--- src/hw/rtc_pkg.sv ---
package rtc_pkg;
    // ********************************
    // location map
    // ********************************
    localparam logic [5:0] OFS_SECONDS_COUNT = 6'h00;
    localparam logic [5:0] OFS_SECONDS_ALARM = 6'h01;
    localparam logic [5:0] OFS_MINUTES_COUNT = 6'h02;
    localparam logic [5:0] OFS_MINUTES_ALARM = 6'h03;
    localparam logic [5:0] OFS_HOURS_COUNT = 6'h04;
    localparam logic [5:0] OFS_HOURS_ALARM = 6'h05;
    localparam logic [5:0] OFS_WEEKDAY_COUNT = 6'h06;
    localparam logic [5:0] OFS_DAY_OF_MONTH = 6'h07;
    localparam logic [5:0] OFS_MONTH_COUNT = 6'h08;
    localparam logic [5:0] OFS_YEAR_COUNT = 6'h09;
    localparam logic [5:0] OFS_RATE_CONTROL = 6'h0a;
    localparam logic [5:0] OFS_MODE_CONTROL = 6'h0b;
    localparam logic [5:0] OFS_EVENT_STATUS = 6'h0c;
    localparam logic [5:0] OFS_VALID_STATUS = 6'h0d;
    localparam logic [5:0] NUM_TIME_LOCS = 6'h0a;
    // ********************************
    // field positions and codes
    // ********************************
    localparam int RB_SET = 7;
    localparam int RB_SQUARE_EN = 3;
    localparam int RB_BINARY = 2;
    localparam int RB_H24 = 1;
    localparam int RC_IRQ_SUMMARY = 7;
    localparam int F_PERIODIC = 2;
    localparam int F_ALARM = 1;
    localparam int F_UPDATE = 0;
    localparam logic [2:0] OSC_RUN = 3'h2;
    localparam logic [1:0] OSC_HOLD = 2'h3;
    localparam logic [1:0] ALARM_DONT_CARE = 2'h3;
    localparam logic [7:0] VALID_STATUS_VAL = 8'h80;
    localparam int DIV_STAGES = 15;
    // ********************************
    // carriers
    // ********************************
    typedef struct packed {
        logic sel_n;
        logic rd_n;
        logic wr_n;
        logic a0;
        logic [7:0] data;
    } rtc_bus_s;

    typedef struct packed {
        logic [5:0] index;
        logic [9:0][7:0] tk;
        logic [7:0] ra;
        logic [7:0] rb;
        logic [2:0] flags;
        logic [2:0] pend;
        logic [3:0] snap;
        logic reading;
        logic wr_low;
        logic rd_low;
        logic [DIV_STAGES-1:0] div;
        logic [7:0] dout;
        logic sq;
    } rtc_state_s;
endpackage : rtc_pkg

--- src/hw/rtc_core.sv ---
`timescale 1ns/10ps
`default_nettype none
// Functional notes
// - ten locations: time, alarms, calendar, bin/BCD
// - alarm, periodic and update-ended event sources
// - each source gated by its enable bit
// - enabling a set flag raises request at once
// - events set flags regardless of enables
// - status read clears flags set at read
// - status double latched; events during read held
// - request low while any flag-enable pair set
// - status bit 7 mirrors active request
// - status read clears summary bit too
// - oscillator off in initial condition
// - pattern 010 runs oscillator and chain
// - pattern 11x runs oscillator, chain held
// - any other pattern stops oscillator
// - rate bits pick divider tap for square wave
// - square wave and periodic share selector
// - square wave gated by own enable
// - periodic interval 122 us to 500 ms
// - periodic and alarm have separate enables
// - alarm byte 11xxxxxx matches anything
// - 12-hour mode: hours bit 7 is pm
// - rate 0000 disables square wave and periodic
// - reset clears enables, flags, floats request
module rtc_core (
    input wire logic clk,
    input wire logic rst_n,
    input wire logic ce,
    input wire logic osc_tick,
    input wire rtc_pkg::rtc_bus_s bus,
    output logic [7:0] data_out,
    output logic data_oe,
    output logic irq_n_out,
    output logic irq_oe,
    output logic square_out_pin
);
    import rtc_pkg::*;

    rtc_state_s q;
    rtc_state_s d;
    logic [2:0] ev;
    logic irq;
    logic osc_hold;
    logic tick_en;
    logic sec_pulse;
    logic [3:0] rate;
    logic [3:0] tap_sel;
    logic [14:0] tap_mask;
    logic wr_edge;
    logic rd_start;
    logic rd_end;
    logic [7:0] rd_val;
    logic [9:0][7:0] adv;
    logic alarm_hit;
    logic bin;
    logic pm;
    logic day_carry;
    logic [7:0] s_b;
    logic [7:0] m_b;
    logic [7:0] h_b;
    logic [7:0] w_b;
    logic [7:0] dt_b;
    logic [7:0] mo_b;
    logic [7:0] y_b;
    logic [7:0] h_enc;

    // ********************************
    // helpers
    // ********************************
    function automatic logic [7:0] to_bin(input logic [7:0] v, input logic b);
        to_bin = b ? v : ({4'h0, v[7:4]} * 8'd10) + {4'h0, v[3:0]};
    endfunction : to_bin

    function automatic logic [7:0] from_bin(input logic [7:0] v, input logic b);
        from_bin = b ? v : {4'(v / 8'd10), 4'(v % 8'd10)};
    endfunction : from_bin

    // leap years taken as every fourth year, good through 2099
    function automatic logic [7:0] month_days(input logic [7:0] mo, input logic [7:0] y);
        case (mo)
            8'h02: month_days = (y[1:0] == 2'h0) ? 8'd29 : 8'd28;
            8'h04, 8'h06, 8'h09, 8'h0b: month_days = 8'd30;
            default: month_days = 8'd31;
        endcase
    endfunction : month_days

    function automatic logic alarm_match(input logic [7:0] a, input logic [7:0] t);
        alarm_match = (a[7:6] == ALARM_DONT_CARE) || (a == t);
    endfunction : alarm_match

    // rates 1 and 2 alias the 256 Hz and 128 Hz taps
    function automatic logic [3:0] tap_of(input logic [3:0] rs);
        case (rs)
            4'h1: tap_of = 4'h6;
            4'h2: tap_of = 4'h7;
            default: tap_of = 4'(rs - 4'h2);
        endcase
    endfunction : tap_of

    // ********************************
    // oscillator, divider and taps
    // ********************************
    assign rate = q.ra[3:0];
    assign osc_hold = (q.ra[6:5] == OSC_HOLD);
    assign tick_en = ce && osc_tick && (q.ra[6:4] == OSC_RUN);
    assign sec_pulse = tick_en && (&q.div);
    assign tap_sel = tap_of(rate);
    assign tap_mask = 15'((16'h2 << tap_sel) - 16'h1);
    // periodic event on the falling edge of the tap, 122 us .. 500 ms
    assign ev[F_PERIODIC] = tick_en && (rate != 4'h0)
        && ((q.div & tap_mask) == tap_mask);
    assign ev[F_UPDATE] = sec_pulse;
    assign ev[F_ALARM] = sec_pulse && alarm_hit;

    // ********************************
    // bus strobes
    // ********************************
    assign wr_edge = q.wr_low && bus.wr_n && !bus.sel_n;
    assign rd_start = !q.rd_low && !bus.rd_n && !bus.sel_n && bus.a0
        && (q.index == OFS_EVENT_STATUS);
    assign rd_end = q.reading && bus.rd_n;

    // ********************************
    // once-a-second advance
    // ********************************
    always_comb begin
        bin = q.rb[RB_BINARY];
        adv = q.tk;
        day_carry = 1'b0;
        pm = q.tk[OFS_HOURS_COUNT][7];
        s_b = to_bin(q.tk[OFS_SECONDS_COUNT], bin);
        m_b = to_bin(q.tk[OFS_MINUTES_COUNT], bin);
        h_b = q.rb[RB_H24] ? to_bin(q.tk[OFS_HOURS_COUNT], bin)
            : to_bin({1'b0, q.tk[OFS_HOURS_COUNT][6:0]}, bin);
        w_b = q.tk[OFS_WEEKDAY_COUNT];
        dt_b = to_bin(q.tk[OFS_DAY_OF_MONTH], bin);
        mo_b = to_bin(q.tk[OFS_MONTH_COUNT], bin);
        y_b = to_bin(q.tk[OFS_YEAR_COUNT], bin);
        if (s_b >= 8'd59) begin
            s_b = 8'd0;
            if (m_b >= 8'd59) begin
                m_b = 8'd0;
                if (q.rb[RB_H24]) begin
                    day_carry = (h_b >= 8'd23);
                    h_b = day_carry ? 8'd0 : h_b + 8'd1;
                end else if (h_b >= 8'd12) begin
                    h_b = 8'd1;
                end else if (h_b == 8'd11) begin
                    h_b = 8'd12;
                    pm = !pm;
                    day_carry = !pm;
                end else begin
                    h_b = h_b + 8'd1;
                end
            end else begin
                m_b = m_b + 8'd1;
            end
        end else begin
            s_b = s_b + 8'd1;
        end
        if (day_carry) begin
            w_b = (w_b >= 8'd7) ? 8'd1 : w_b + 8'd1;
            if (dt_b >= month_days(mo_b, y_b)) begin
                dt_b = 8'd1;
                if (mo_b >= 8'd12) begin
                    mo_b = 8'd1;
                    y_b = (y_b >= 8'd99) ? 8'd0 : y_b + 8'd1;
                end else begin
                    mo_b = mo_b + 8'd1;
                end
            end else begin
                dt_b = dt_b + 8'd1;
            end
        end
        h_enc = from_bin(h_b, bin);
        if (!q.rb[RB_SET]) begin
            adv[OFS_SECONDS_COUNT] = from_bin(s_b, bin);
            adv[OFS_MINUTES_COUNT] = from_bin(m_b, bin);
            adv[OFS_HOURS_COUNT] = q.rb[RB_H24] ? h_enc
                : {pm, h_enc[6:0]};
            adv[OFS_WEEKDAY_COUNT] = w_b;
            adv[OFS_DAY_OF_MONTH] = from_bin(dt_b, bin);
            adv[OFS_MONTH_COUNT] = from_bin(mo_b, bin);
            adv[OFS_YEAR_COUNT] = from_bin(y_b, bin);
        end
        alarm_hit = alarm_match(q.tk[OFS_SECONDS_ALARM], adv[OFS_SECONDS_COUNT])
            && alarm_match(q.tk[OFS_MINUTES_ALARM], adv[OFS_MINUTES_COUNT])
            && alarm_match(q.tk[OFS_HOURS_ALARM], adv[OFS_HOURS_COUNT]);
    end

    // ********************************
    // read mux
    // ********************************
    always_comb begin
        rd_val = 8'h00;
        if (!bus.a0) begin
            rd_val = {2'h0, q.index};
        end else if (q.index < NUM_TIME_LOCS) begin
            rd_val = q.tk[q.index[3:0]];
        end else begin
            case (q.index)
                OFS_RATE_CONTROL: rd_val = {1'b0, q.ra[6:0]};
                OFS_MODE_CONTROL: rd_val = q.rb;
                // snapshot keeps the byte steady for the whole read
                OFS_EVENT_STATUS: rd_val = q.reading ? {q.snap, 4'h0}
                    : {irq, q.flags, 4'h0};
                OFS_VALID_STATUS: rd_val = VALID_STATUS_VAL;
                default: rd_val = 8'h00;
            endcase
        end
    end

    // ********************************
    // next state
    // ********************************
    always_comb begin
        d = q;
        if (ce) begin
            d.wr_low = !bus.wr_n;
            d.rd_low = !bus.rd_n;
            d.dout = rd_val;
            if (osc_hold) begin
                d.div = '0;
            end else if (tick_en) begin
                d.div = q.div + 15'h1;
            end
            d.sq = q.rb[RB_SQUARE_EN] && (rate != 4'h0) && q.div[tap_sel];
            if (sec_pulse) begin
                d.tk = adv;
            end
            // events land in the flags, or in pend while a read is open; enables only gate the pin
            if (rd_end) begin
                d.flags = (q.flags & ~q.snap[2:0]) | q.pend | ev;
                d.pend = 3'h0;
                d.reading = 1'b0;
            end else if (q.reading) begin
                d.pend = q.pend | ev;
            end else begin
                d.flags = q.flags | ev;
            end
            if (rd_start) begin
                d.reading = 1'b1;
                d.snap = {irq, q.flags};
                d.pend = ev;
                d.flags = q.flags;
            end
            if (wr_edge) begin
                if (!bus.a0) begin
                    d.index = bus.data[5:0];
                end else if (q.index < NUM_TIME_LOCS) begin
                    d.tk[q.index[3:0]] = bus.data;
                    if (q.index == OFS_SECONDS_COUNT) begin
                        d.tk[OFS_SECONDS_COUNT][7] = 1'b0;
                    end
                end else if (q.index == OFS_RATE_CONTROL) begin
                    d.ra = {1'b0, bus.data[6:0]};
                end else if (q.index == OFS_MODE_CONTROL) begin
                    d.rb = bus.data;
                    if (bus.data[RB_SET]) begin
                        d.rb[F_UPDATE + 4] = 1'b0;
                    end
                end
            end
        end
    end

    always_ff @(posedge clk or negedge rst_n) begin
        if (!rst_n) begin
            q <= '0;
        end else begin
            q <= d;
        end
    end

    // ********************************
    // outputs
    // ********************************
    assign irq = |(q.flags & q.rb[6:4]);
    assign irq_oe = irq;
    assign irq_n_out = 1'b0;
    assign data_out = q.dout;
    assign data_oe = !bus.sel_n && !bus.rd_n;
    assign square_out_pin = q.sq;
endmodule : rtc_core
`default_nettype wire

--- config.mk ---
export PLATFORM = sky130hd
export DESIGN_NAME = rtc_core
export DESIGN_NICKNAME = d
export VERILOG_FILES = /design/src/hw/rtc_pkg.sv /design/src/hw/rtc_core.sv
export SDC_FILE = /design/constraint.sdc
export NUM_CORES = 1
export LEC_CHECK = 0
export BUFFER_PORTS_ARGS = -buffer_cell sky130_fd_sc_hd__buf_4
export CORE_MARGIN = 1.5
export CORE_UTILIZATION = 66
export DETAILED_ROUTE_END_ITERATION = 16
export PLACE_DENSITY_LB_ADDON = 0.08
export RECOVER_POWER = 25
export SLEW_MARGIN = 40
export SYNTH_ARGS = -nofsm -noshare
export SYNTH_HDL_FRONTEND = slang
export SYNTH_SLANG_ARGS = --single-unit
--- constraint.sdc ---
create_clock -name clk -period 9.1 [get_ports clk]
set_clock_uncertainty 0.2 [all_clocks]
set_input_delay 0.91 -clock clk [delete_from_list [all_inputs] [get_ports clk]]
set_output_delay 0.91 -clock clk [all_outputs]
set_load 0.1 [all_outputs]
==> summary.txt, run 1 <==
Worst setup path
  • Crit path max fanout: 17
  • WP data required: 9.25 ns
  • Reg-to-reg critical path startpoint: q[60]
  • R2R cell count: 27
  • Setup crit end kind: flop
  • Worst setup path startpoint: q[60]
  • CP Capture Point: q[35]
  • Critical path launch point type: flop
  • FF-to-FF End: q[35]
  • Crit Path Category: flop to flop
  • R2R Setup Slk: 0.76 ns
  • Arrival time worst endpoint: 8.49 ns

Logic synthesis
  • Synth warnings: 0
  • Distinct cell type count after synthesis: 116
  • Synth top area share: 0.2166
  • Top post-synthesis cells by count: 198 x nor2_1, 186 x nand2_1, 173 x a21oi_1
  • Seq/Total Area, Yosys: 0.2166
  • FF+latch count, synth: 138
  • Syn_area_per_cell: 7.832 sq um
  • Mapped Area: 0.01595 sq mm
  • Syn_nets: 2131
  • Ys async rst share: 1.000
  • Top cells by area, synth: dfrtp_1 22%, a21oi_1 5.4%, ha_1 5.3%
  • Top-count cell post-synth: nor2_1
  • Area leader, netlist: dfrtp_1
  • Post-synth EDFFs: 0
  • Post-synthesis cell count: 2036
  • Most used DFF post-synth: dfrtp_1

Timing
  • Slew @ Worst Pin: 3.762 ns
  • Hold Vio Cnt, Final: 0
  • FMAX: 0.1199 GHz
  • Hold WS: 0.2867 ns
  • Min Tclk post-route: 8.338 ns
  • Final setup fails: 0
  • RSZ-0062 raised after global routing: no
  • Setup tns final: 0 ns
  • Slew headroom: -1.508
  • Final period utilization: 0.9162
  • Final Slew Violations: 140

Hold path
  • HP Class: flop to flop

Clock network
  • Clk_lat worst skew: 0.44 ns
  • Hold Buf Count CTS: 0
  • CTS HTree Levels: 4
  • Clk root buf: clkbuf_16
  • # resized after CTS: 0
  • CTS clk-pin slew, worst paths: 0.07 ns
  • Clock sink count: 138
  • Clock Tree Buf Depth: 2
  • CTS tree: done
  • CTS buffer count: 17
  • Setup Fix Bufs, Post-CTS: 0

Drt
  • DRC Markers: 0
  • Drt initial violations: 2359
  • Vias: 16800
  • DR top layer: met4
  • Wire per inst: 22.12 microns
  • Routed met2 length: 23140 microns
  • Pre-antenna DRT Iters: 6
  • Antenna Nets Post-Route: 0
  • Via/cell ratio: 7.276
  • M1 WL: 20640 microns
  • Met3 wire length: 5266 microns
  • Final wirelength: 51080 microns

Placed design
  • PortBufs: 26
  • Post-DP HPWL: 36770 microns
  • Placer Congestion: 1.017
  • Placed cell count: 2276

Layout
  • N_diodes: 0
  • Multi-input gate area in the final layout: 0.01178 sq mm
  • Layout cells sized above 1: 0.1161
  • Layout Nets: 2072
  • Storage cell area: 0.003458 sq mm
  • Fillers: 1947
  • Fin cells: 2309
  • Area Overhead vs Synth: 4.983%

Floorplanning
  • I/O pin count: 28
  • Die Y-Extent: 158.4 microns
  • Starting Density: 0.6753
  • Row Count: 56
  • Die Width: 158.4 microns
  • Die area: 0.02510 sq mm
  • Core box area: 0.02361 sq mm

Global route
  • Total Routing Usage GR: 0.4057
  • First-pass GRT wire length: 80250 microns
  • Initial antenna violation count: 0
  • Maximum number of pins on one net before global-route repair: 71
  • Vias in the first global route: 15430
  • Total gr overflow: 0

Pwr
  • Pwr dens: 225.5 mW/mm^2
  • Leakage: 6.809 nW
  • Max VDD drop: 0.0001459 V

Run status
  • Failing checks: max-capacitance violations, max-slew violations
  • Status: finished, violations left

Flow run
  • Max Cap Viol: 2
[layer usage]
metal | vias to the layer above | GRT usage
li1 | 7619 | -
met5 | - | 0
met1 | 7924 | 0.5331
met3 | 186 | 0.08655
met2 | 1071 | 0.6438
met4 | 0 | 0.1794
[state kept, by name (all words and copies together) (netlist names)]
register,flops
square_out_pin,1
bin,1
adv,24
data_out,8
q,104
[worst min path at each step]
stage / startpoint / to / slack (ns) / cells past startpoint
3_5_place_dp: data_out[3] / data_out[3] / 0.27 / 1
5_1_grt: data_out[0] / data_out[0] / 0.31 / 1
4_1_cts: data_out[3] / data_out[3] / 0.29 / 1
6_report: q[30] / q[30] / 0.29 / 2
2_1_floorplan: q[30] / q[30] / 0.25 / 2
3_3_place_gp: q[30] / q[30] / 0.27 / 2
[power by group]
part / total, mW / internal (mW) / switching [mW]
combinational: 2.25 / 0.831 / 1.42
sequential: 0.850 / 0.682 / 0.168
clock: 0.671 / 0.359 / 0.312
total: 3.78 / 1.87 / 1.90
[final cells by class]
class | count | area share
Sequential cell | 138 | 0.2066
Clock buffer | 17 | 0.02541
Inverter | 54 | 0.01211
Multi-Input combinational cell | 1719 | 0.7036
Timing Repair Buffer | 47 | 0.02070
Tap cell | 319 | 0.02384
Clock inverter | 15 | 0.007773
[through the flow]
stage | setup WS, ns | area, sq um | total power [mW] | util
global route | 0.4841 | 16740 | 3.994 | 0.7090
floorplan | 0.9957 | 15950 | 2.545 | -
detailed placement | 1.012 | 16170 | 3.020 | 0.6850
global placement | 1.294 | 16150 | 2.961 | 0.6840
finish | 0.7624 | 16740 | 3.776 | 0.7090
CTS | 1.006 | 16730 | 3.693 | 0.7085
[worst max-delay path: stages, from the launching register on]
cell and delay, ns:
dfrtp_1 0.57, ha_1 0.31, ha_1 0.21, inv_1 0.07
fa_1 0.42, and2b_1 0.28, a31oi_1 0.10, or3b_4 0.40
a221o_1 0.64, o21ai_2 0.44, a21oi_1 0.17, ha_1 0.35
o21ai_0 0.09, a211oi_1 0.29, or2_1 0.20, nand3_1 0.19
and2_1 0.25, o211ai_1 0.35, a21oi_4 0.16, nor2b_1 0.16
ha_1 0.27, o311ai_0 0.60, o221ai_1 0.27, o41ai_2 0.32
o21a_2 0.25, o2111ai_1 0.16, or3_1 0.34, a31oi_1 0.18
[logic make-up after synthesis]
| group | Yosys count | share of synthesized area |
|---|---|---|
| xor+xnor | 77 | 0.04370 |
| fa+ha+maj | 81 | 0.06889 |
| compound gates | 735 | 0.3168 |
| flops | 138 | 0.2166 |
| other cells | 1 | 0.0002352 |
| simple gates | 715 | 0.2182 |
| mux | 110 | 0.08749 |
| buf+inv | 179 | 0.04818 |
[cells in the final DEF (no fill, tap or decap), types with 20 or more instances in the layout]
| cell | instances |
|---|---|
| a211oi_1 | 26 |
| a21o_1 | 32 |
| a21oi_1 | 172 |
| a22oi_1 | 20 |
| a31oi_1 | 27 |
| and3_1 | 26 |
| buf_4 | 43 |
| dfrtp_1 | 136 |
| ha_1 | 67 |
| inv_1 | 50 |
| mux2_2 | 64 |
| mux2i_1 | 28 |
| nand2_1 | 186 |
| nand2b_1 | 27 |
| nand3_1 | 66 |
| nand4_1 | 23 |
| nor2_1 | 197 |
| nor2b_1 | 23 |
| nor3_1 | 48 |
| o211ai_1 | 34 |
| o21ai_0 | 145 |
| o22ai_1 | 48 |
| or3_1 | 22 |
| xnor2_1 | 38 |
| xor2_1 | 34 |
(Power assumes the default switching activity.)
==> inputs of run 2 (changes only) <==
--- a/config.mk
+++ b/config.mk
@@ -9,6 +9,7 @@
 export CORE_MARGIN = 1.5
 export CORE_UTILIZATION = 66
 export DETAILED_ROUTE_END_ITERATION = 16
+export GPL_TIMING_DRIVEN = 0
 export PLACE_DENSITY_LB_ADDON = 0.08
 export RECOVER_POWER = 25
 export SLEW_MARGIN = 40
==> run 2 against run 1 <==
Against the previous run: the run still ends with max-capacitance violations, max-slew violations left; count of clock-buffer cells in the layout is the same; die area is the same; via count grew 6.4%; fmax shrank 4.6%; largest power group unchanged.
==> summary.txt, run 2 (same netlist as run 1, synthesis figures left out) <==
Layout
  • Fillers: 1864 (-4.3%)
  • Storage cell area: 0.003453 sq mm (-0.14%)
  • Commonest cells after routing, fill and taps aside: 198 x nor2_1, 186 x nand2_1, 172 x a21oi_1
  • Layout Nets: 2182 (+5.3%)
  • Largest register FFs: 104 (unchanged)
  • Multi-input gate area in the final layout: 0.01182 sq mm (+0.38%)
  • Area Overhead vs Synth: 8.521%
  • Layout cells sized above 1: 0.1186 (+0.002491)
  • N_diodes: 0 (unchanged)
  • Most common cell after layout, fill and taps aside: nor2_1
  • Largest Register: q
  • Fin cells: 2419 (+4.8%)

Worst setup path
  • Crit. path cell count: 35 (+30%)
  • Crit Path Category: flop to flop
  • R2R Setup Slk: 0.36 ns (-0.40 ns)
  • WP data required: 9.28 ns (+0.03 ns)
  • Highest cell delay on the worst timing path: 0.47 ns (-0.17 ns)
  • Top delay family on crit path: compound AO/OA/AOI/OAI gates
  • R2R cell count: 35 (+30%)
  • Slowest cell on the critical path: o311ai_1
  • Arrival time worst endpoint: 8.92 ns (+0.43 ns)
  • Crit path max fanout: 28 (+11)
  • Reg-to-reg critical path startpoint: bin
  • Buffers & Inverters on Critical Path: 10 (+9)
  • Setup crit end kind: flop
  • Critical path launch point type: flop
  • FF-to-FF End: q[35]
  • Worst setup path startpoint: bin

Global route
  • Met2 Use GR: 0.7299 (+0.08609)
  • Maximum number of pins on one net before global-route repair: 51 (-28%)
  • First-pass GRT wire length: 88770 microns (+11%)
  • Total Routing Usage GR: 0.4619 (+0.05619)
  • Met3 Track Usage GR: 0.1176 (+0.03103)
  • Met1 Use GR: 0.5767 (+0.04359)
  • Vias in the first global route: 16280 (+5.5%)
  • Initial antenna violation count: 1 (+1)
  • Gr busiest metal: met2
  • Total gr overflow: 0 (unchanged)

Timing
  • Hold Vio Cnt, Final: 0 (unchanged)
  • Slew headroom: -0.7598 (+0.7483)
  • Final period utilization: 0.9604 (+0.04422)
  • Slew @ Worst Pin: 2.640 ns (-1.123 ns)
  • Final WS setup: 0.3600 ns (-0.4024 ns)
  • FMAX: 0.1144 GHz (-4.6%)
  • Setup tns final: 0 ns (unchanged)
  • Final setup fails: 0 (unchanged)
  • Hold WS: 0.2795 ns (-0.007210 ns)
  • Min Tclk post-route: 8.740 ns (+0.4024 ns)
  • Final Slew Violations: 143 (+2.1%)
  • RSZ-0062 raised after global routing: no

Floorplanning
  • Starting Density: 0.6753 (unchanged)
  • Die area: 0.02510 sq mm (unchanged)
  • Row Count: 56 (unchanged)
  • Core box area: 0.02361 sq mm (unchanged)
  • I/O pin count: 28 (unchanged)
  • Die Y-Extent: 158.4 microns (unchanged)
  • Die Width: 158.4 microns (unchanged)

Pwr
  • Net switching power: 1.984 mW (+4.2%)
  • Combinational Power Share: 0.613 (+0.016)
  • Pwr Total: 3.966 mW (+5.0%)
  • P_int: 1.981 mW (+5.8%)
  • Leakage: 7.039 nW (+3.4%)
  • Sequential share of power: 0.206 (-0.019)
  • Power share of the clock group: 0.181 (+0.003)
  • Pwr dens: 229.2 mW/mm^2 (+1.6%)
  • Max VDD drop: 0.0001735 V (+19%)
  • Sw frac: 0.5003 (-0.003831)

Clock network
  • CTS clk-pin slew, worst paths: 0.07 ns (about the same)
  • Clk_lat worst skew: 0.45 ns (about the same)
  • CTS buffer count: 17 (unchanged)
  • CTS HTree Levels: 4 (unchanged)
  • CTS tree: done
  • Hold Buf Count CTS: 0 (unchanged)
  • Clock Tree Buf Depth: 2 (unchanged)
  • Clock sink count: 138 (unchanged)
  • Clk root buf: clkbuf_16

Drt
  • Drt initial violations: 2927 (+24%)
  • Final wirelength: 58140 microns (+14%)
  • Antenna Nets Post-Route: 0 (unchanged)
  • Pre-antenna DRT Iters: 9 (+3)
  • DRC Markers: 0 (unchanged)
  • Wire per inst: 24.04 microns (+8.6%)
  • Via/cell ratio: 7.387 (+1.5%)
  • Vias: 17870 (+6.4%)

Run status
  • Failing checks: max-capacitance violations, max-slew violations
  • Status: finished, violations left

Placed design
  • Post-DP HPWL: 42720 microns (+16%)
  • PortBufs: 25 (-3.8%)
  • Place WS: -1.793 ns (-2.806 ns)
  • Placer Congestion: 1.015 (-0.18%)
  • Placed cell count: 2383 (+4.7%)

Hold path
  • Endpoint, Worst Hold: data_out[2]
  • HP Class: flop to flop
  • Hold Crit Start: data_out[2]
  • Hold-critical path depth: 1 (-1)

Flow run
  • Max Cap Viol: 3 (+1)
## run 2: cell count changes in the layout (fill, tap and decap cells not counted), moves of 3 or more
| cell | change |
|---|---|
| buf_1 | +6 |
| buf_2 | +8 |
| buf_6 | +5 |
| clkbuf_1 | +86 |
| clkinv_4 | +4 |
| inv_6 | -4 |
| nor2_2 | -3 |
## run 2: timing repair
action,4_1_cts,5_1_grt
endpoints found under the hold margin,0,0
pin swaps,2,1
setup buffers,4,2
setup endpoints to repair,30,5
gates resized for setup,13,10
## run 2: through the flow
step | cell area [sq um] | util
after floorplan | 15950 | -
after global placement | 16530 | 0.7002
after detailed placement | 16640 | 0.7045
after CTS | 17300 | 0.7325
after global routing | 17310 | 0.7329
final | 17310 | 0.7329
## run 2: routing by layer
metal / part of all wire / wire, microns / vias to the layer above
li1: - / - / 7839
met1: 0.36 / 21210 / 8365
met2: 0.44 / 25840 / 1329
met3: 0.12 / 7153 / 337
met4: 0.068 / 3939 / 0
met5: 0 / 0 / -
## run 2: power groups by stage
| stage | clock (mW) | sequential, mW | combinational (mW) |
|---|---|---|---|
| floorplan | 0 | 0.765 | 1.78 |
| global placement | 0 | 0.813 | 2.22 |
| detailed placement | 0 | 0.818 | 2.29 |
| CTS | 0.703 | 0.807 | 2.34 |
| global route | 0.734 | 0.821 | 2.60 |
| finish | 0.717 | 0.818 | 2.43 |
## run 2: area by class of cell
class / instances / area share
plain buffers: 123 / 0.03405
flip-flops and latches: 138 / 0.1996
multi-input cells: 1719 / 0.6832
inverters: 54 / 0.01171
repair buffers: 34 / 0.01410
clock buffers: 17 / 0.02458
clock inverters: 15 / 0.009688
well taps: 319 / 0.02306
## run 2: worst max path at each step
stage | endpoint | slack (ns)
after detailed placement | q[35] | -1.79
after CTS | q[35] | 0.01
final | q[35] | 0.36
after global routing | q[35] | 0.05
after floorplan | q[35] | 1.0
after global placement | q[35] | -1.69
